`src/design/pc_stack_pkg.sv`:
```
// Constants and types shared by the instruction pointer and its return stack
package ptr_stack_pkg;

  // ****************************************
  // Widths
  // ****************************************
  localparam int PTR_W = 9;
  localparam int LOW_W = 8;
  localparam int STACK_W = 12;
  localparam int STACK_DEPTH = 4;
  localparam int PAGE_W = 2;
  localparam int LIT_W = 8;

  // ****************************************
  // Reset values and fixed figures
  // ****************************************
  // All ones: last word of the last page, the reset vector
  localparam logic [PTR_W-1:0] PTR_RESET = 9'h1FF;
  localparam logic [PAGE_W-1:0] PAGE_RESET = 2'h0;
  localparam logic [PTR_W-1:0] PTR_STEP = 9'h001;
  localparam logic [STACK_W-1:0] RET_STEP = 12'h001;
  // One above the highest target reachable by a call or a computed jump
  localparam logic [PTR_W-1:0] LOWER_HALF_LIMIT = 9'h100;
  localparam logic [STACK_W-PTR_W-1:0] RET_PAD = 3'h0;

  // ****************************************
  // Source of the next pointer value
  // ****************************************
  typedef enum logic [2:0] {
    SRC_STEP = 3'b000,
    SRC_JUMP = 3'b001,
    SRC_CALL = 3'b010,
    SRC_LOW = 3'b011,
    SRC_RETURN = 3'b100
  } ptr_src_t;

endpackage : ptr_stack_pkg

```
`src/design/return_stack_store.sv`:
```
// Four-level return address store, kept through every reset
`timescale 1ns/1ps
module return_stack_store
  import ptr_stack_pkg::*;
(
  // Clock
  input wire logic ref_clk,
  // Shift controls
  input wire logic push,
  input wire logic pop,
  input wire logic [STACK_W-1:0] pushData,
  // Level contents, level one in the low bits
  output logic [STACK_W*STACK_DEPTH-1:0] levels
);

  // ****************************************
  // Storage
  // ****************************************
  logic [STACK_W-1:0] level [STACK_DEPTH];

  // No reset on purpose: return addresses survive a device reset
  genvar i;
  generate
    for (i = 0; i < STACK_DEPTH; i++) begin : g_level
      if (i == 0) begin : g_top
        always_ff @(posedge ref_clk) begin
          if (push) begin
            level[i] <= pushData;
          end else if (pop) begin
            level[i] <= level[i+1];
          end
        end
      end else if (i == STACK_DEPTH - 1) begin : g_bottom
        // Deepest level only takes from above; a pop leaves it as is
        always_ff @(posedge ref_clk) begin
          if (push) begin
            level[i] <= level[i-1];
          end
        end
      end else begin : g_mid
        always_ff @(posedge ref_clk) begin
          if (push) begin
            level[i] <= level[i-1];
          end else if (pop) begin
            level[i] <= level[i+1];
          end
        end
      end
      assign levels[i*STACK_W +: STACK_W] = level[i];
    end
  endgenerate

endmodule : return_stack_store

```
`src/design/program_counter_return_stack.sv`:
```
// Instruction pointer sequencing with a four-level hardware return stack
// Notes on behaviour
// - Pointer steps by one each instruction cycle unless an instruction loads it.
// - A jump loads all nine pointer bits from the instruction word.
// - Calls and low-byte writes load eight low bits; the ninth bit goes to zero.
// - Any write to the pointer low byte counts as a pointer load.
// - Call and computed-jump targets therefore stay in the lower 256 words.
// - Any reset sets the pointer to all ones, the reset vector.
// - Any reset clears the page preselect bits.
// - The return stack is last-in first-out, four levels of twelve bits.
// - A call shifts level one down, then stores pointer plus one in level one.
// - Beyond four calls only the four newest return addresses remain.
// - A literal return loads the pointer from level one, then shifts levels up.
// - Beyond four returns the deepest level keeps supplying its old address.
// - A literal return also loads the accumulator with its literal.
// - Stack contents survive every reset.
// - No overflow or underflow flag exists; only calls and returns move the stack.
`timescale 1ns/1ps
module program_counter_return_stack
  import ptr_stack_pkg::*;
(
  // Clock and reset; one ref_clk edge is one instruction cycle
  input wire logic ref_clk,
  input wire logic resetn,
  // Decoded instruction, at most one strobe high per cycle
  input wire logic jumpInstruction,
  input wire logic callInstruction,
  input wire logic literalReturn,
  input wire logic pointerLowByteWrite,
  input wire logic [PTR_W-1:0] instrTarget,
  input wire logic [LOW_W-1:0] pointerLowByteData,
  input wire logic [LIT_W-1:0] instrLiteral,
  // Page preselect write from the status word
  input wire logic pageWrite,
  input wire logic [PAGE_W-1:0] pageWriteData,
  // Sequencing outputs
  output logic [PTR_W-1:0] instrPointer,
  output logic [PAGE_W-1:0] pageSelect,
  // Accumulator load
  output logic accumLoad,
  output logic [LIT_W-1:0] accumData,
  // Stack view, level one in the low bits
  output logic [STACK_W*STACK_DEPTH-1:0] stackLevels
);

  // ****************************************
  // Decode
  // ****************************************
  ptr_src_t ptrSrc;
  logic [PTR_W-1:0] next_instrPointer;
  logic [STACK_W-1:0] returnAddress;
  logic [STACK_W-1:0] stackTop;
  logic doPush;
  logic doPop;

  // Return beats call beats jump beats low write; decoder should never overlap them
  assign ptrSrc = literalReturn ? SRC_RETURN :
                  callInstruction ? SRC_CALL :
                  jumpInstruction ? SRC_JUMP :
                  pointerLowByteWrite ? SRC_LOW : SRC_STEP;
  // Stack moves only on calls and returns, never by any other path
  assign doPush = (ptrSrc == SRC_CALL);
  assign doPop = (ptrSrc == SRC_RETURN);
  assign returnAddress = {RET_PAD, instrPointer} + RET_STEP;
  assign stackTop = stackLevels[STACK_W-1:0];

  // Next pointer selection
  always_comb begin
    case (ptrSrc)
      SRC_JUMP: next_instrPointer = instrTarget;
      SRC_CALL: next_instrPointer = {1'b0, instrTarget[LOW_W-1:0]};
      SRC_LOW: next_instrPointer = {1'b0, pointerLowByteData};
      SRC_RETURN: next_instrPointer = stackTop[PTR_W-1:0];
      SRC_STEP: next_instrPointer = instrPointer + PTR_STEP;
      default: next_instrPointer = instrPointer + PTR_STEP;
    endcase
  end

  // ****************************************
  // Pointer and page registers
  // ****************************************
  always_ff @(posedge ref_clk or negedge resetn) begin
    if (!resetn) begin
      instrPointer <= PTR_RESET;
    end else begin
      instrPointer <= next_instrPointer;
    end
  end

  // Page bits cleared so the jump at the reset vector lands in page zero
  always_ff @(posedge ref_clk or negedge resetn) begin
    if (!resetn) begin
      pageSelect <= PAGE_RESET;
    end else if (pageWrite) begin
      pageSelect <= pageWriteData;
    end
  end

  // Accumulator gets the literal of a return, as a one-cycle load
  always_ff @(posedge ref_clk or negedge resetn) begin
    if (!resetn) begin
      accumLoad <= 1'b0;
      accumData <= '0;
    end else begin
      accumLoad <= doPop;
      accumData <= doPop ? instrLiteral : accumData;
    end
  end

  // ****************************************
  // Return stack
  // ****************************************
  // Unreset storage keeps its contents through reset; no depth counter, so no flags
  return_stack_store i_return_stack_store (
    .ref_clk(ref_clk),
    .push(doPush),
    .pop(doPop),
    .pushData(returnAddress),
    .levels(stackLevels)
  );

  // ****************************************
  // Assertions
  // ****************************************
  logic plainCycle;
  assign plainCycle = !(jumpInstruction || callInstruction || literalReturn || pointerLowByteWrite);

  property p_step;
    @(posedge ref_clk) disable iff (!resetn)
      plainCycle |=> instrPointer == $past(instrPointer) + PTR_STEP;
  endproperty
  a_step: assert property (p_step) else $error("pointer did not step by one");

  property p_jump;
    @(posedge ref_clk) disable iff (!resetn)
      (jumpInstruction && !callInstruction && !literalReturn) |=> instrPointer == $past(instrTarget);
  endproperty
  a_jump: assert property (p_jump) else $error("jump target not loaded");

  property p_call_load;
    @(posedge ref_clk) disable iff (!resetn)
      (callInstruction && !literalReturn) |=> instrPointer == {1'b0, $past(instrTarget[LOW_W-1:0])};
  endproperty
  a_call_load: assert property (p_call_load) else $error("call target wrong");

  property p_low_write;
    @(posedge ref_clk) disable iff (!resetn)
      (pointerLowByteWrite && !jumpInstruction && !callInstruction && !literalReturn)
        |=> instrPointer == {1'b0, $past(pointerLowByteData)};
  endproperty
  a_low_write: assert property (p_low_write) else $error("low byte write not taken");

  property p_lower_half;
    @(posedge ref_clk) disable iff (!resetn)
      ((callInstruction || pointerLowByteWrite) && !jumpInstruction && !literalReturn)
        |=> instrPointer < LOWER_HALF_LIMIT;
  endproperty
  a_lower_half: assert property (p_lower_half) else $error("target above lower half");

  property p_reset_vector;
    @(posedge ref_clk) $rose(resetn) |-> (instrPointer == PTR_RESET && pageSelect == PAGE_RESET);
  endproperty
  a_reset_vector: assert property (p_reset_vector) else $error("reset values wrong");

  // Levels are unknown from power-up until filled, so the push, still and reset-keep checks compare level copies four-state
  property p_push;
    @(posedge ref_clk) disable iff (!resetn)
      (callInstruction && !literalReturn) |=> stackTop == $past(returnAddress)
        && stackLevels[2*STACK_W-1:STACK_W] === $past(stackTop);
  endproperty
  a_push: assert property (p_push) else $error("call push wrong");

  property p_push_drop;
    @(posedge ref_clk) disable iff (!resetn)
      (callInstruction && !literalReturn)
        |=> stackLevels[4*STACK_W-1:3*STACK_W] === $past(stackLevels[3*STACK_W-1:2*STACK_W]);
  endproperty
  a_push_drop: assert property (p_push_drop) else $error("level four not from level three");

  property p_pop;
    @(posedge ref_clk) disable iff (!resetn)
      literalReturn |=> instrPointer == $past(stackTop[PTR_W-1:0])
        && stackTop == $past(stackLevels[2*STACK_W-1:STACK_W]);
  endproperty
  a_pop: assert property (p_pop) else $error("return pop wrong");

  property p_pop_bottom;
    @(posedge ref_clk) disable iff (!resetn)
      literalReturn |=> stackLevels[4*STACK_W-1:3*STACK_W] == $past(stackLevels[4*STACK_W-1:3*STACK_W]);
  endproperty
  a_pop_bottom: assert property (p_pop_bottom) else $error("deepest level changed on pop");

  property p_literal;
    @(posedge ref_clk) disable iff (!resetn)
      literalReturn |=> accumLoad && accumData == $past(instrLiteral) ##1 !accumLoad || $past(literalReturn);
  endproperty
  a_literal: assert property (p_literal) else $error("literal not loaded");

  property p_still;
    @(posedge ref_clk) disable iff (!resetn)
      (!callInstruction && !literalReturn) |=> stackLevels === $past(stackLevels);
  endproperty
  a_still: assert property (p_still) else $error("stack moved without call or return");

  property p_keep_on_reset;
    @(posedge ref_clk) (!resetn && !callInstruction && !literalReturn) |=> stackLevels === $past(stackLevels);
  endproperty
  a_keep_on_reset: assert property (p_keep_on_reset) else $error("stack lost in reset");

  // Main scenarios
  c_call_return: cover property (@(posedge ref_clk) disable iff (!resetn)
    callInstruction ##[1:8] literalReturn);
  c_five_calls: cover property (@(posedge ref_clk) disable iff (!resetn)
    (callInstruction && !literalReturn) [*5]);
  c_five_returns: cover property (@(posedge ref_clk) disable iff (!resetn) literalReturn [*5]);
  c_computed_jump: cover property (@(posedge ref_clk) disable iff (!resetn)
    pointerLowByteWrite && plainCycle == 1'b0);

endmodule : program_counter_return_stack

```
`config.mk`:
```
export PLATFORM = sky130hd
export DESIGN_NAME = program_counter_return_stack
export DESIGN_NICKNAME = d
export VERILOG_FILES = /design/src/design/pc_stack_pkg.sv /design/src/design/return_stack_store.sv /design/src/design/program_counter_return_stack.sv
export SDC_FILE = /design/constraint.sdc
export NUM_CORES = 1
export LEC_CHECK = 0
export BUFFER_PORTS_ARGS = -buffer_cell sky130_fd_sc_hd__buf_2
export CORE_UTILIZATION = 50
export DETAILED_ROUTE_END_ITERATION = 6
export GPL_TIMING_DRIVEN = 1
export PLACE_DENSITY = 0.76
export SLEW_MARGIN = 20
export SYNTH_ARGS = -nofsm -noshare
export SYNTH_HDL_FRONTEND = slang
export SYNTH_HIERARCHICAL = 1
export SYNTH_SLANG_ARGS = --single-unit
```
`constraint.sdc`:
```
create_clock -name ref_clk -period 1.8 [get_ports ref_clk]
set_input_delay 0.18 -clock ref_clk [delete_from_list [all_inputs] [get_ports ref_clk]]
set_output_delay 0.18 -clock ref_clk [all_outputs]
set_load 0.05 [all_outputs]
```
==> summary.md <==
| Metric | Value |
|---|---|
| Status | `finished, final reports clean` |
| Hold WC Path Type | `input pin to flip-flop` |
| Chip width | `81.6 um` |
| Initial Utilization | `0.526` |
| Ant diodes | `0` |
| Setup TNS | `0 ns` |
| 1st-iter DRT viols | `132` |
| Clk Latency, worst-skew pair | `0.33 ns` |
| GRT Residual Overflow | `0` |
| Tot Pwr | `4.57 mW` |
| P_leak | `1.80 nW` |
| CTS tree | `built` |
| Flop pwr share | `0.459` |
| Commonest non-fill, non-tap cell in the layout | `buf_2` |
| Highest Clock Rate | `0.578 GHz` |
| Max-cap violations | `0` |
| Setup CP Type | `flip-flop to flip-flop` |
| Ys Warns | `6` |
| I/O Buffers | `101` |
| Netlist Area Pre-Place | `3170 sq um` |
| DR vias | `2054` |
| Largest fanout on the critical path | `8` |
| Synth top area share | `0.455` |
| Fin crit share | `0.961` |
| Clk sinks | `68` |
| Max-slew violations | `0` |
| Multi-input logic area | `1120 sq um` |
| Post-synth top area cell | `edfxtp_1` |
| Clock root cell | `clkbuf_8` |
| Largest net degree at the start of global routing | `21` |
| Max IR drop VDD | `0.621 mV` |
| Routed vias/inst | `5.29` |
| Data required, critical path | `1.88 ns` |
| Post-layout nets | `343` |
| Max Buffers Root-to-Sink | `2` |
| # H-tree levels | `3` |
| RSZ-0062 raised after global routing | `no` |
| M2 GR Usage | `0.353` |
| Final Wtd Congestion | `0.834` |
| WL final | `6.79 mm` |
| Num CTS Buffers | `9` |
| Vias in the first global route | `2038` |
| DRC | `0` |
| All-layer global routing usage | `0.222` |
| Rows | `28` |
| Nature of the critical path startpoint | `flip-flop` |
| Switching Power | `1.59 mW` |
| Syn Inst Count | `195` |
| Cts hold-fix bufs | `1` |
| Fraction of layout cells with a size suffix above 1 | `0.620` |
| Global routing usage on met3 | `0.0511` |
| Post-synth EDFFs | `48` |
| Cts repair resizes | `0` |
| Fillers | `452` |
| Hold Violations, Final | `0` |
| Core Box Area | `6030 sq um` |
| Area grow syn2layout | `25.9%` |
| Post-Layout Inst Area | `3990 sq um` |
| Clock power frac | `0.255` |
| Arr. time, crit path | `1.81 ns` |
| Drt pass-1 iters | `4` |
| Net Sw Frac | `0.347` |
| WL/cell | `17.5 um` |
| Avg Synthesized Cell Area | `16.3 sq um` |
| Die Y | `81.6 um` |
| Cell Area, Placed | `3800 sq um` |
| Sequential area share after synthesis | `0.616` |
| Clk slew on worst S/H paths | `0.07 ns` |
| Crit path time final | `1.73 ns` |
| GR Layer Usage met1 | `0.285` |
| Antenna Nets Post-Route | `0` |
| PD cells | `1150 nW/um^2` |
| Worst Skew | `0.00709 ns` |
| Cell variety after synth | `43` |
| Post-CTS setup buffers | `0` |
| Async set-reset flop share out of synthesis | `0.294` |
| Commonest non-fill, non-tap cells in the layout | `buf_2 (101), edfxtp_1 (48), mux2_4 (30), mux2_2 (16), dfrtp_1 (11)` |
| Int Pwr | `2.98 mW` |
| Register area | `1960 sq um` |
| Combinational Power Share | `0.286` |
| Die area | `6660 sq um` |
| Global-route wire length before repair | `10.4 mm` |
| Largest cells by area after synthesis | `edfxtp_1 (45%), mux2_4 (14%), dfrtp_1 (8.7%), dfstp_2 (7.5%), mux2_2 (5.7%)` |
| Top_reg_cell synth | `edfxtp_1` |
| Initial antenna violation count | `0` |
| Endpoints failing setup | `0` |
| Worst setup EP type | `flip-flop` |
| I/O Pins | `102` |
| #FFs+latches synth | `68` |
| Post-DP HPWL | `5.02 mm` |
| Gr busiest metal | `met2` |
Yosys cell counts, types with 2 or more instances:
library cell,count
dfrtp_1,11
nand2_1,10
xnor2_1,2
o21ai_0,4
mux2_2,16
mux2_4,30
dfstp_2,9
nand3b_1,2
buf_2,3
xnor2_2,3
a311o_1,2
buf_12,3
nor2_1,7
nand3_1,5
a21oi_1,3
clkbuf_1,2
inv_1,4
edfxtp_1,48
nor3_1,2
nand4_2,2
a221oi_1,2
or2_2,3
and3_1,2
routing by layer:
layer	share of wire	vias up
li1	-	960
met1	0.44	1026
met2	0.50	63
met3	0.059	5
met4	0.0093	0
met5	0	-
state kept, by name, summed over array words and instances, names as in the netlist:
| register | cells |
|---|---|
| accumLoad | 1 |
| instrPointer | 9 |
| i_return_stack_store/level | 48 |
| accumData | 8 |
| pageSelect | 2 |
per-stage QoR:
stage / hold WS (ns) / std cells / setup slack [ns] / utilization
6_report: 0.0765 / 388 / 0.0697 / 0.663
5_1_grt: 0.0597 / 388 / 0.00407 / 0.663
4_1_cts: 0.0573 / 388 / 0.0620 / 0.663
3_5_place_dp: 0.163 / 371 / 0.0796 / 0.631
3_3_place_gp: 0.155 / 371 / 0.116 / 0.631
2_1_floorplan: -0.116 / 196 / -0.00507 / -
area by class of cell:
cell class | count | area share
Multi-Input combinational cell | 114 | 0.280
Sequential cell | 68 | 0.492
Clock buffer | 9 | 0.0310
Timing Repair Buffer | 111 | 0.155
Tap cell | 75 | 0.0235
Inverter | 4 | 0.00376
Clock inverter | 7 | 0.0144
cell families after synthesis:
family                     synth area share
buffers and inverters                0.0367
xor gates and xnor gates             0.0237
adders and majority gates           0.00395
DFF                                   0.616
AOI/OAI and AO/OA                    0.0478
and+or+nand+nor                      0.0687
other                               0.00118
muxes                                 0.202
worst max-delay path, stage by stage, from the launching register on:
cell and delay [ns]:
dfstp_4 0.67, ha_1 0.26, nand4_2 0.13, xnor2_2 0.16, mux2_4 0.25
worst paths after layout:
| kind | from | endpoint | slack, ns | cells past startpoint |
|---|---|---|---|---|
| max | instrPointer[0] | i_return_stack_store/level[0][8] | 0.07 | 4 |
| max in group asynchronous | resetn | instrPointer[5] | 1.11 | 2 |
| min reg2reg | i_return_stack_store/level[2][11] | i_return_stack_store/level[3][11] | 0.47 | 0 |
| max reg2reg | instrPointer[0] | i_return_stack_store/level[0][8] | 0.07 | 4 |
| min | instrLiteral[1] | accumData[1] | 0.08 | 2 |
| min in group asynchronous | resetn | accumLoad | 0.34 | 2 |
power by group through the flow:
stage	clock (mW)	combinational (mW)	sequential, mW
final	1.17	1.31	2.10
after global routing	1.28	1.37	2.12
after CTS	1.20	1.32	2.10
after detailed placement	0	1.31	2.13
after global placement	0	1.30	2.11
after floorplan	0	0.404	2.71
(Power assumes the default switching activity.)
